==> src/pkg/pin_irq_pkg.sv <==
// Purpose: Constants shared by the pin change interrupt block
// Assumes: 32-bit APB with 12-bit byte addresses, one register per aligned word
// Notes:   Register index times four gives the byte address
`default_nettype none

package pin_irq_pkg;

  localparam int unsigned CHAN_W    = 8;
  localparam int unsigned PORT_CNT  = 6;
  localparam int unsigned SEL_W     = 3;
  localparam int unsigned ADDR_W    = 12;
  localparam int unsigned DATA_W    = 32;

  // Register indices
  localparam logic [7:0] IDX_PORT_SELECT_CTRL  = 8'hE9;
  localparam logic [7:0] IDX_LOW_FALL_ENABLE   = 8'hEA;
  localparam logic [7:0] IDX_HIGH_RISE_ENABLE  = 8'hEB;
  localparam logic [7:0] IDX_CHANNEL_FLAGS     = 8'hEC;
  localparam logic [7:0] IDX_TRIGGER_TYPE_CTRL = 8'hED;

  // Byte addresses
  localparam logic [ADDR_W-1:0] ADDR_PORT_SELECT_CTRL  = {2'b00, IDX_PORT_SELECT_CTRL, 2'b00};
  localparam logic [ADDR_W-1:0] ADDR_LOW_FALL_ENABLE   = {2'b00, IDX_LOW_FALL_ENABLE, 2'b00};
  localparam logic [ADDR_W-1:0] ADDR_HIGH_RISE_ENABLE  = {2'b00, IDX_HIGH_RISE_ENABLE, 2'b00};
  localparam logic [ADDR_W-1:0] ADDR_CHANNEL_FLAGS     = {2'b00, IDX_CHANNEL_FLAGS, 2'b00};
  localparam logic [ADDR_W-1:0] ADDR_TRIGGER_TYPE_CTRL = {2'b00, IDX_TRIGGER_TYPE_CTRL, 2'b00};

  // Reset values
  localparam logic [SEL_W-1:0]  RST_PORT_SELECT  = 3'h0;
  localparam logic [CHAN_W-1:0] RST_LOW_FALL     = 8'h00;
  localparam logic [CHAN_W-1:0] RST_HIGH_RISE    = 8'h00;
  localparam logic [CHAN_W-1:0] RST_TRIGGER_TYPE = 8'h00;
  localparam logic [CHAN_W-1:0] RST_FLAGS        = 8'h00;
  localparam logic [CHAN_W-1:0] RST_PIN_PREV     = 8'hFF;

  // Highest valid port code, and what channels see under a reserved code
  localparam logic [SEL_W-1:0]  SEL_MAX          = 3'h5;
  localparam logic [CHAN_W-1:0] IDLE_PINS        = 8'hFF;

  localparam logic [DATA_W-1:0] RDATA_NONE       = 32'h0000_0000;

endpackage

`default_nettype wire

==> src/hdl/pin_channel.sv <==
// Purpose: One detection channel with its event flag
// Assumes: Pin and its previous sample are synchronous to clk_sys
// Notes:   Edge flags are sticky, level flags follow the pin
`default_nettype none

module pin_channel
  import pin_irq_pkg::*;
(
  // Clock and reset
  input  wire logic clk_sys,
  input  wire logic rst,
  // Pin samples
  input  wire logic pin,
  input  wire logic pin_prev,
  // Channel controls
  input  wire logic edge_mode,
  input  wire logic fall_en,
  input  wire logic rise_en,
  input  wire logic clear_req,
  // Event flag
  output var  logic flag_q
);

  logic hit_level;
  logic hit_edge;
  logic flag_d;

  assign hit_level = (fall_en & ~pin) | (rise_en & pin);
  assign hit_edge  = (fall_en & pin_prev & ~pin)
                   | (rise_en & ~pin_prev & pin);
  assign flag_d    = edge_mode ? (hit_edge | (flag_q & ~clear_req))
                               : hit_level;

  always_ff @(posedge clk_sys) begin
    if (rst) begin
      flag_q <= 1'b0;
    end else begin
      flag_q <= flag_d;
    end
  end
endmodule

`default_nettype wire

==> src/hdl/pin_change_interrupt.sv <==
// Purpose: Eight-channel pin change interrupt detector behind an APB slave
// Assumes: Pins synchronous to clk_sys; zero-wait APB with read data registered in setup
// Notes:   Registers at byte address four times their index
//
// Added by the designer: register access over APB.
`default_nettype none

module pin_change_interrupt
  import pin_irq_pkg::*;
#(
  parameter int unsigned NUM_CHAN  = CHAN_W,
  parameter int unsigned NUM_PORTS = PORT_CNT
) (
  // Clock and reset
  input  wire logic                         clk_sys,
  input  wire logic                         rst,
  // APB slave
  input  wire logic                         psel,
  input  wire logic                         penable,
  input  wire logic                         pwrite,
  input  wire logic [ADDR_W-1:0]            paddr,
  input  wire logic [DATA_W-1:0]            pwdata,
  input  wire logic [3:0]                   pstrb,
  output var  logic [DATA_W-1:0]            prdata,
  output var  logic                         pready,
  output var  logic                         pslverr,
  // Port pins, port n on bits 8n+7..8n
  input  wire logic [NUM_PORTS*NUM_CHAN-1:0] port_pins,
  // Interrupt and wake
  output var  logic                         pin_irq,
  output var  logic                         wake_req
);

  logic [SEL_W-1:0]    watched_port_code_q;
  logic [NUM_CHAN-1:0] low_fall_enable_q;
  logic [NUM_CHAN-1:0] high_rise_enable_q;
  logic [NUM_CHAN-1:0] trigger_type_ctrl_q;
  logic [NUM_CHAN-1:0] pin_prev_q;
  logic [NUM_CHAN-1:0] channel_flags;
  logic [DATA_W-1:0]   prdata_q;
  logic [DATA_W-1:0]   prdata_d;

  logic                setup;
  logic                access;
  logic                hit_sel;
  logic                hit_fall;
  logic                hit_rise;
  logic                hit_flags;
  logic                hit_type;
  logic                hit_any;
  logic                wr_ok;
  logic                sel_ok;
  logic [5:0]          port_base;
  logic [NUM_CHAN-1:0] chan_in;
  logic [NUM_CHAN-1:0] flag_clear;
  logic [NUM_CHAN-1:0] level_hit;
  logic                wr_sel;
  logic                wr_fall;
  logic                wr_rise;
  logic                wr_type;
  logic                wr_flags;

  // Bus phases and address decode
  assign setup     = psel & ~penable;
  assign access    = psel & penable;
  assign hit_sel   = paddr == ADDR_PORT_SELECT_CTRL;
  assign hit_fall  = paddr == ADDR_LOW_FALL_ENABLE;
  assign hit_rise  = paddr == ADDR_HIGH_RISE_ENABLE;
  assign hit_flags = paddr == ADDR_CHANNEL_FLAGS;
  assign hit_type  = paddr == ADDR_TRIGGER_TYPE_CTRL;
  assign hit_any   = hit_sel | hit_fall | hit_rise | hit_flags | hit_type;
  assign wr_ok     = access & pwrite & hit_any & pstrb[0];

  // Write strobes, one per register
  assign wr_sel    = wr_ok & hit_sel;
  assign wr_fall   = wr_ok & hit_fall;
  assign wr_rise   = wr_ok & hit_rise;
  assign wr_type   = wr_ok & hit_type;
  assign wr_flags  = wr_ok & hit_flags;

  assign pready    = 1'b1;
  assign pslverr   = access & ~hit_any;
  assign prdata    = prdata_q;

  // Read mux, sampled in the setup cycle
  always_comb begin
    if (hit_sel) begin
      prdata_d = {{(DATA_W-SEL_W){1'b0}}, watched_port_code_q};
    end else if (hit_fall) begin
      prdata_d = {{(DATA_W-NUM_CHAN){1'b0}}, low_fall_enable_q};
    end else if (hit_rise) begin
      prdata_d = {{(DATA_W-NUM_CHAN){1'b0}}, high_rise_enable_q};
    end else if (hit_flags) begin
      prdata_d = {{(DATA_W-NUM_CHAN){1'b0}}, channel_flags};
    end else if (hit_type) begin
      prdata_d = {{(DATA_W-NUM_CHAN){1'b0}}, trigger_type_ctrl_q};
    end else begin
      prdata_d = RDATA_NONE;
    end
  end

  // Port selection
  assign sel_ok    = watched_port_code_q <= SEL_MAX;
  assign port_base = {watched_port_code_q, 3'b000};
  assign chan_in   = sel_ok ? port_pins[port_base +: NUM_CHAN] : IDLE_PINS;

  // Writing 0 to a flag bit clears it; only edge-mode channels honour it
  assign flag_clear = wr_flags ? ~pwdata[NUM_CHAN-1:0] : '0;
  // Level view of all channels, for the checks
  assign level_hit  = (low_fall_enable_q & ~chan_in) | (high_rise_enable_q & chan_in);

  // Control registers
  always_ff @(posedge clk_sys) begin
    if (rst) begin
      watched_port_code_q <= RST_PORT_SELECT;
    end else if (wr_sel) begin
      watched_port_code_q <= pwdata[SEL_W-1:0];
    end
  end

  always_ff @(posedge clk_sys) begin
    if (rst) begin
      low_fall_enable_q <= RST_LOW_FALL;
    end else if (wr_fall) begin
      low_fall_enable_q <= pwdata[NUM_CHAN-1:0];
    end
  end

  always_ff @(posedge clk_sys) begin
    if (rst) begin
      high_rise_enable_q <= RST_HIGH_RISE;
    end else if (wr_rise) begin
      high_rise_enable_q <= pwdata[NUM_CHAN-1:0];
    end
  end

  always_ff @(posedge clk_sys) begin
    if (rst) begin
      trigger_type_ctrl_q <= RST_TRIGGER_TYPE;
    end else if (wr_type) begin
      trigger_type_ctrl_q <= pwdata[NUM_CHAN-1:0];
    end
  end

  // Previous pin sample for edge detection
  always_ff @(posedge clk_sys) begin
    if (rst) begin
      pin_prev_q <= RST_PIN_PREV;
    end else begin
      pin_prev_q <= chan_in;
    end
  end

  // Read data register, loaded in the setup cycle
  always_ff @(posedge clk_sys) begin
    if (rst) begin
      prdata_q <= RDATA_NONE;
    end else if (setup) begin
      prdata_q <= prdata_d;
    end
  end

  // One detector per channel, each flag one bit of the register
  for (genvar i = 0; i < NUM_CHAN; i++) begin : g_chan
    pin_channel u_chan (
      .clk_sys   (clk_sys),
      .rst       (rst),
      .pin       (chan_in[i]),
      .pin_prev  (pin_prev_q[i]),
      .edge_mode (trigger_type_ctrl_q[i]),
      .fall_en   (low_fall_enable_q[i]),
      .rise_en   (high_rise_enable_q[i]),
      .clear_req (flag_clear[i]),
      .flag_q    (channel_flags[i])
    );
  end

  assign pin_irq  = |channel_flags;
  assign wake_req = pin_irq;
endmodule

`default_nettype wire

==> config.mk <==
export PLATFORM = sky130hd
export DESIGN_NAME = pin_change_interrupt
export DESIGN_NICKNAME = d
export VERILOG_FILES = /design/src/pkg/pin_irq_pkg.sv /design/src/hdl/pin_channel.sv /design/src/hdl/pin_change_interrupt.sv
export SDC_FILE = /design/constraint.sdc
export NUM_CORES = 1
export LEC_CHECK = 0
export BUFFER_PORTS_ARGS = -buffer_cell sky130_fd_sc_hd__buf_4
export CELL_PAD_IN_SITES_DETAIL_PLACEMENT = 1
export CELL_PAD_IN_SITES_GLOBAL_PLACEMENT = 1
export CORE_AREA = 3 3 106 108
export CTS_CLUSTER_SIZE = 30
export DETAILED_ROUTE_END_ITERATION = 7
export DIE_AREA = 0 0 109 111
export GPL_ROUTABILITY_DRIVEN = 0
export PLACE_DENSITY = 0.72
export SYNTH_ARGS = -nofsm -noshare
export SYNTH_HDL_FRONTEND = slang
export SYNTH_SLANG_ARGS = --single-unit
==> constraint.sdc <==
create_clock -name clk_sys -period 1.49 [get_ports clk_sys]
set_input_delay 0.149 -clock clk_sys [delete_from_list [all_inputs] [get_ports clk_sys]]
set_output_delay 0.149 -clock clk_sys [all_outputs]
set_load 0.05 [all_outputs]
==> metrics.csv, run 1 <==
stage;metric;value;unit
synthesis;FF+latch count, synth;51;
timing;Relative slew margins;0.482;
final_layout;final core occ;0.426;
clock_network;CTS tree;done;
floorplanning;Core ar.;10300;um^2
pwr;Pwr Density;617;nW/um^2
critical_path;CP Class;reg -> reg;
synthesis;Synth cell types;43;
timing;Final Cycle Share;1.12;
status;status;complete, but fails checks;
status;failing checks;setup timing;
critical_path;CP Capture Type;flip-flop;
synthesis;Synthesis Warnings;0;
grt;GR Util All Layers;0.165;
synthesis;post-synth design cell area;3080;um^2
grt;first-pass GRT wire length;16000;um
timing;Clock Skews;0.0117;ns
synthesis;mean post-synth cell area;8.47;um^2
final_layout;Final nets;589;
detailed_routing;routed wire length;10300;um
min_path;HP Class;in -> reg;
floorplanning;Die H;111;um
clock_network;CTS H-Tree Depth;2;
synthesis;Seq/Total Area, Yosys;0.331;
final_layout;most frequent cells in the layout;128 x buf_4, 47 x dfxtp_1, 37 x nand2_1, 36 x mux2i_1, 32 x nor2_1;
detailed_routing;DRC Markers;0;
detailed_routing;DR vias;3114;
clock_network;Worst-path clk slew;0.09;ns
detailed_routing;first drt pass iteration count;4;
critical_path;CP startpoint;watched_port_code_q[1];
floorplanning;IO Count;137;
clock_network;Clock Latency Late Sink;0.31;ns
final_layout;diodes inserted;0;
detailed_routing;Antenna Nets Post-Route;0;
timing;final max-slew violation count;0;
grt;GR Overflow Total;0;
timing;RSZ-0062 raised after global routing;true;
detailed_routing;Initial DRC Count;133;
critical_path;CP required;1.67;ns
pwr;LEAKAGE;1.71;nW
grt;vias in the first global route;3144;
place;hpwl dp;7880;um
final_layout;commonest non-fill, non-tap cell in the layout;buf_4;
clock_network;Post-CTS Hold Buffers;0;
floorplanning;die footprint;12100;um^2
critical_path;CP arrival;1.85;ns
timing;Fin Setup TNS;-1.14;ns
timing;final hold vios;0;
critical_path;slowest stage delay, CP;0.42;ns
floorplanning;die width;109;um
pwr;Power Total;2.71;mW
critical_path;CP Launch Type;flip-flop;
pwr;worst vdd rail ir drop;0.313;mV
timing;min cycle time layout;1.67;ns
critical_path;Worst R2R Path Depth;8;
place;Port Buffers;84;
clock_network;CTS buffer count;5;
critical_path;Crit-path slowest cell;dfxtp_4;
grt;initial antenna violation count;0;
place;placed insts;607;
clock_network;clock buffer depth;2;
critical_path;CP Max Fanout;6;
timing;worst setup margin;-0.180;ns
critical_path;crit path to;g_chan[0].u_chan.flag_q;
timing;worst-margin pin slew;0.778;ns
grt;largest net degree at the start of global routing;44;
critical_path;FF-to-FF setup slack;-0.18;ns
final_layout;Layout Cells excl Fill;623;
floorplanning;Starting Density;0.299;
detailed_routing;Routed WL per cell;16.6;um
floorplanning;row count;37;
synthesis;Cells after Synth;364;
timing;hold slack;0.105;ns
timing;fmax;599;MHz
critical_path;worst-path cell chain;buf_12, buf_4, mux2i_2, a22oi_2, buf_4, a31oi_1, a21boi_2, a311oi_1;
clock_network;root buf cell;clkbuf_8;
detailed_routing;vias per inst;5.00;
critical_path;RR Endpoint;g_chan[0].u_chan.flag_q;
timing;Setup violations, final;8;
critical_path;reg2reg start;watched_port_code_q[1];
critical_path;Crit path top cell by count;buf_4;
final_layout;Layout area overhead;42.7;%
final_layout;share of layout cells above drive strength 1;0.392;
flow_run;max cap viols;0;
clock_network;clock sinks;51;
logic make-up (layout without fill, tap and decap cells):
| logic type | after synthesis | count (layout) | share of synthesized area |
|---|---|---|---|
| and+or+nand+nor | 116 | 116 | 0.191 |
| muxes | 43 | 43 | 0.140 |
| buffers and inverters | 55 | 155 | 0.118 |
| other | 2 | 25 | 0.00244 |
| DFF | 51 | 51 | 0.331 |
| AOI/OAI and AO/OA | 97 | 97 | 0.217 |
worst min path at each step:
stage	from	end	slack [ns]	depth (start not counted)
after floorplan	pwdata[0]	trigger_type_ctrl_q[0]	0.29	2
final	pwdata[3]	high_rise_enable_q[3]	0.10	3
after CTS	pwdata[3]	low_fall_enable_q[3]	0.1	3
after global routing	pwdata[7]	trigger_type_ctrl_q[7]	0.11	3
after detailed placement	pwdata[3]	low_fall_enable_q[3]	0.43	3
after global placement	pwdata[5]	high_rise_enable_q[5]	0.42	3
synthesized netlist by cell type:
library cell,n,area (um^2)
o31a_1,8,70.1
a22o_1,2,17.5
a311oi_1,8,70.1
nor3_1,3,15.0
nor3b_1,2,15.0
nand2_1,41,154
nor2_1,33,124
o21ai_0,3,15.0
o31ai_1,6,45.0
nand2b_1,9,56.3
o22ai_1,1,6.26
nor3_4,1,16.3
and3_2,1,7.51
dlygate4sd1_1,1,8.76
a221oi_1,6,52.6
nor4b_4,1,23.8
nand4_1,1,6.26
mux2i_1,43,430
nor2_2,1,6.26
buf_4,27,203
o21a_1,7,52.6
nand4_4,1,21.3
and2_1,1,6.26
buf_2,5,25.0
o21ai_1,8,40.0
nor4_1,2,12.5
a31oi_1,8,50.1
dfxtp_1,51,1020
a22oi_1,12,90.1
or3b_1,1,8.76
inv_1,9,33.8
and2b_2,1,8.76
clkbuf_8,3,41.3
a21boi_0,8,60.1
and4_2,1,10.0
conb_1,2,7.51
nor2b_1,5,31.3
nand3_1,9,45.0
and4bb_2,1,12.5
buf_6,2,22.5
a21oi_1,20,100
or2b_2,1,8.76
clkbuf_1,8,30.0
per-stage QoR:
step	setup slack [ns]	cell area, um^2
after detailed placement	-0.358	4020
final	-0.180	4400
after global placement	-0.299	4020
after floorplan	-0.0112	3180
after CTS	-0.163	4260
after global routing	-0.264	4400
state kept, by name (all words and copies together) (netlist names):
signal / count
high_rise_enable_q: 8
pin_prev_q: 8
trigger_type_ctrl_q: 8
prdata: 8
watched_port_code_q: 3
g_chan.u_chan.flag_q: 8
low_fall_enable_q: 8
routing by layer:
| metal | global-route usage | vias to the layer above | routed length [um] |
|---|---|---|---|
| met3 | 0.0309 | 7 | 597 |
| met4 | 0.0564 | 0 | 124 |
| met2 | 0.262 | 109 | 4910 |
| met1 | 0.223 | 1497 | 4710 |
| li1 | - | 1501 | - |
| met5 | 0 | - | 0 |
worst max-delay path: cells and delay by family, from the launching register on:
| family | cells | cell delay, ns |
|---|---|---|
| flip-flops | 1 | 0.42 |
| multiplexers | 1 | 0.21 |
| AO/OA/AOI/OAI | 4 | 0.54 |
| buffers and inverters | 3 | 0.39 |
power by group:
part | total (mW) | internal [mW] | switching, mW | leakage (nW)
clock network | 0.773 | 0.313 | 0.459 | 0.0361
registers | 1.38 | 1.37 | 0.00684 | 0.416
logic | 0.563 | 0.232 | 0.331 | 1.26
total | 2.71 | 1.92 | 0.797 | 1.71
layout make-up:
type,instances,area [um^2]
inverters,9,33.8
repair buffers,140,1140
clock inverters,1,7.51
well taps,136,170
clock buffers,5,68.8
flip-flops and latches,51,1030
multi-input cells,281,1950
fillers,1230,5930
what timing repair did:
| item | in CTS | in global routing |
|---|---|---|
| cloned | 0 | 1 |
| pin swaps | 16 | 11 |
| setup buffers | 8 | 2 |
| setup endpoints to repair | 13 | 13 |
| resized for setup | 30 | 23 |
Power figures use the tool's default switching activity.
==> run 2: changes to the inputs <==
Settings changed: CORE_AREA 3 3 106 108 to 3 3 90 126, DIE_AREA 0 0 109 111 to 0 0 93 129, MAX_ROUTING_LAYER from default to met4, PLACE_DENSITY 0.72 to 0.73, SKIP_CTS_REPAIR_TIMING from default to 1.
==> metrics.csv, run 2 (synthesized netlist as in run 1, its figures left out) <==
stage;metric;value;unit
min_path;hold-critical path depth;3;
detailed_routing;first drt pass iteration count;5;
timing;RSZ-0062 raised after global routing;true;
final_layout;Final nets;575;
critical_path;CP required;1.70;ns
place;Port Buffers;84;
grt;largest net degree at the start of global routing;44;
detailed_routing;Routed WL per cell;16.6;um
timing;Setup violations, final;8;
critical_path;CP Launch Type;flip-flop;
detailed_routing;Antenna Nets Post-Route;0;
floorplanning;IO Count;137;
flow_run;max cap viols;0;
timing;min cycle time layout;1.60;ns
detailed_routing;routed wire length;10100;um
grt;GR Overflow Total;0;
grt;GR Util All Layers;0.170;
final_layout;Fillers;1279;
critical_path;CP Max Fanout;7;
clock_network;CTS buffer count;5;
timing;fmax;624;MHz
place;Post-Place Worst Slack;-0.307;ns
clock_network;clock buffer depth;2;
place;hpwl dp;8010;um
clock_network;root buf cell;clkbuf_16;
grt;initial antenna violation count;0;
detailed_routing;DR vias;3066;
critical_path;CP arrival;1.81;ns
floorplanning;Starting Density;0.298;
floorplanning;die footprint;12000;um^2
final_layout;diodes inserted;0;
clock_network;clock sinks;51;
clock_network;CTS H-Tree Depth;2;
timing;worst-margin pin slew;0.658;ns
final_layout;Layout area overhead;40.3;%
pwr;LEAKAGE;1.66;nW
clock_network;Worst-path clk slew;0.07;ns
timing;Relative slew margins;0.561;
timing;Clock Skews;0.00653;ns
timing;worst setup margin;-0.112;ns
grt;first-pass GRT wire length;15600;um
detailed_routing;Initial DRC Count;114;
final_layout;share of layout cells above drive strength 1;0.366;
detailed_routing;vias per inst;5.00;
final_layout;final core occ;0.418;
timing;final max-slew violation count;0;
critical_path;CP Capture Type;flip-flop;
place;DP Area;3990;um^2
floorplanning;Core ar.;10300;um^2
clock_network;Clock Latency Late Sink;0.30;ns
status;status;complete, but fails checks;
clock_network;CTS tree;done;
detailed_routing;DRC Markers;0;
final_layout;most frequent cells in the layout;117 x buf_4, 48 x dfxtp_1, 40 x mux2i_1, 35 x nand2_1, 32 x nor2_1;
min_path;HP Class;in -> reg;
timing;Final Cycle Share;1.08;
critical_path;CP Class;reg -> reg;
status;failing checks;setup timing;
critical_path;Worst R2R Path Depth;6;
final_layout;commonest non-fill, non-tap cell in the layout;buf_4;
grt;vias in the first global route;3088;
pwr;worst vdd rail ir drop;0.391;mV
floorplanning;row count;44;
floorplanning;Die H;129;um
timing;final hold vios;0;
floorplanning;die width;93;um
pwr;Pwr Density;727;nW/um^2
final_layout;Layout Cell Area excl Fill;4320;um^2
==> run 2: metrics by stage <==
step	cells	hold slack (ns)	power, mW	setup TNS (ns)
2_1_floorplan	387	0.289	1.75	-0.0697
3_3_place_gp	602	0.419	1.92	-4.57
3_5_place_dp	602	0.432	1.93	-6.23
4_1_cts	610	0.125	3.15	-2.54
5_1_grt	613	0.134	3.25	-1.32
6_report	613	0.126	3.14	-0.617
==> run 2: metal layers <==
layer / wire [um] / vias to the layer above / share of wire / GRT usage
li1: - / 1479 / - / -
met1: 4130 / 1476 / 0.41 / 0.194
met2: 5360 / 100 / 0.53 / 0.305
met3: 449 / 11 / 0.044 / 0.0193
met4: 205 / 0 / 0.020 / 0.0595
met5: 0 / - / 0 / -
==> run 2: worst paths after layout <==
| check | startpoint | end | slack (ns) |
|---|---|---|---|
| min reg2reg | prdata[4] | prdata[4] | 0.47 |
| min | pwdata[3] | high_rise_enable_q[3] | 0.13 |
| max | watched_port_code_q[2] | g_chan[7].u_chan.flag_q | -0.11 |
| max reg2reg | watched_port_code_q[2] | g_chan[7].u_chan.flag_q | -0.11 |
==> run 2: power by group <==
part | leakage, nW | internal, mW | switching [mW]
Clock | 0.0772 | 0.717 | 0.514
Combinational | 1.16 | 0.220 | 0.317
Sequential | 0.415 | 1.37 | 0.00730
Total | 1.66 | 2.31 | 0.838
==> run 2: cell type report <==
type | instances | area [um^2] | share of cell area
clock buffers | 8 | 156 | 0.0362
repair buffers | 126 | 1010 | 0.234
well taps | 138 | 173 | 0.0399
inverters | 9 | 33.8 | 0.00781
multi-input cells | 281 | 1920 | 0.444
flip-flops and latches | 51 | 1030 | 0.239
==> run 2: worst max-delay path, stage by stage, from the launching register on <==
cell      delay [ns]
dfxtp_4         0.37
nor2b_1         0.13
buf_4           0.17
a22oi_2         0.21
nand2_1         0.13
o31a_1          0.26
a311oi_2        0.24
==> run 3: changes to the inputs <==
Settings changed: CTS_CLUSTER_DIAMETER from default to 80, MAX_ROUTING_LAYER met4 to default.
==> metrics.csv, run 3 (synthesized netlist as in run 1, its figures left out) <==
stage;metric;value;unit
grt;GR Util All Layers;0.165;
floorplanning;row count;44;
floorplanning;Die H;129;um
critical_path;CP arrival;1.79;ns
critical_path;Crit-path slowest cell;dfxtp_4;
timing;fmax;631;MHz
timing;Fin Setup TNS;-0.575;ns
clock_network;clock buffer depth;2;
timing;final hold vios;0;
grt;vias in the first global route;3087;
clock_network;CTS buffer count;5;
detailed_routing;DRC Markers;0;
clock_network;CTS H-Tree Depth;2;
floorplanning;Core ar.;10300;um^2
detailed_routing;vias per inst;4.97;
grt;first-pass GRT wire length;15700;um
final_layout;most frequent cells in the layout;117 x buf_4, 48 x dfxtp_1, 40 x mux2i_1, 35 x nand2_1, 32 x nor2_1;
status;failing checks;setup timing;
status;status;complete, but fails checks;
timing;worst-margin pin slew;0.662;ns
grt;largest net degree at the start of global routing;44;
pwr;LEAKAGE;1.66;nW
floorplanning;die footprint;12000;um^2
critical_path;CP required;1.70;ns
timing;Clock Skews;0.00669;ns
detailed_routing;Routed WL per cell;16.6;um
flow_run;max cap viols;0;
critical_path;Worst Path Buf+Inv;1;
critical_path;CP Capture Type;flip-flop;
timing;worst setup margin;-0.0947;ns
floorplanning;IO Count;137;
detailed_routing;Initial DRC Count;118;
final_layout;Final nets;575;
timing;Setup violations, final;8;
place;hpwl dp;8010;um
min_path;HP Class;in -> reg;
pwr;Power Total;3.14;mW
clock_network;Worst-path clk slew;0.07;ns
critical_path;CP Max Fanout;7;
place;Port Buffers;84;
detailed_routing;Antenna Nets Post-Route;0;
detailed_routing;first drt pass iteration count;4;
critical_path;CP Launch Type;flip-flop;
pwr;Pwr Density;726;nW/um^2
critical_path;CP Class;reg -> reg;
final_layout;commonest non-fill, non-tap cell in the layout;buf_4;
place;Post-Place Worst Slack;-0.307;ns
timing;Final Cycle Share;1.06;
grt;GR Overflow Total;0;
floorplanning;Starting Density;0.298;
pwr;worst vdd rail ir drop;0.389;mV
final_layout;share of layout cells above drive strength 1;0.366;
critical_path;worst-path cell chain;nor2b_1, buf_4, a22oi_2, nand2_1, o31a_1, a311oi_2;
clock_network;clock sinks;51;
timing;Relative slew margins;0.559;
timing;min cycle time layout;1.58;ns
critical_path;CP top delay family;compound AO/OA/AOI/OAI gates;
clock_network;Clock Latency Late Sink;0.30;ns
timing;final max-slew violation count;0;
floorplanning;die width;93;um
grt;initial antenna violation count;0;
detailed_routing;routed wire length;10100;um
final_layout;final core occ;0.418;
clock_network;CTS tree;done;
timing;RSZ-0062 raised after global routing;true;
detailed_routing;DR vias;3049;
critical_path;slowest stage delay, CP;0.37;ns
clock_network;root buf cell;clkbuf_16;
final_layout;Layout area overhead;40.3;%
final_layout;diodes inserted;0;
run 3: cell counts in the layout (fill, tap and decap cells not counted):
No cell type changed its count.
run 3: tightest hold or removal path, stage by stage:
cell	delay (ns)
buf_4	0.10
mux2i_1	0.06
nor2_1	0.07
run 3: final cells by class:
cell class                 instances  area [um^2]
fill                            1279         6030
multi-input combinational        281         1920
sequential                        51         1030
timing repair buffer             126         1010
tap                              138          173
clock buffer                       8          156
inverter                           9         33.8
run 3: per-layer routing:
metal / GRT usage / part of all wire / vias to the layer above
met5: 0 / 0 / -
met4: 0.0595 / 0.020 / 0
met3: 0.0193 / 0.048 / 11
met2: 0.306 / 0.53 / 92
met1: 0.194 / 0.40 / 1469
li1: - / - / 1477
run 3: power breakdown:
group          switching [mW]  internal, mW  leakage (nW)
Combinational           0.317         0.220          1.16
Sequential            0.00726          1.37         0.415
Clock                   0.511         0.717        0.0772
Total                   0.836          2.31          1.66
run 3: worst paths after layout:
path / start / to / slack [ns] / cells after the start
setup / recovery: watched_port_code_q[2] / g_chan[7].u_chan.flag_q / -0.09 / 6
hold / removal: pwdata[3] / high_rise_enable_q[3] / 0.13 / 3
setup reg to reg: watched_port_code_q[2] / g_chan[7].u_chan.flag_q / -0.09 / 6
hold reg to reg: prdata[4] / prdata[4] / 0.47 / 2
run 3: stage by stage:
step	hold slack [ns]	instance area (um^2)	std cells
3_3_place_gp	0.419	3990	602
5_1_grt	0.134	4320	613
6_report	0.126	4320	613
4_1_cts	0.125	4140	610
2_1_floorplan	0.289	3180	387
3_5_place_dp	0.432	3990	602
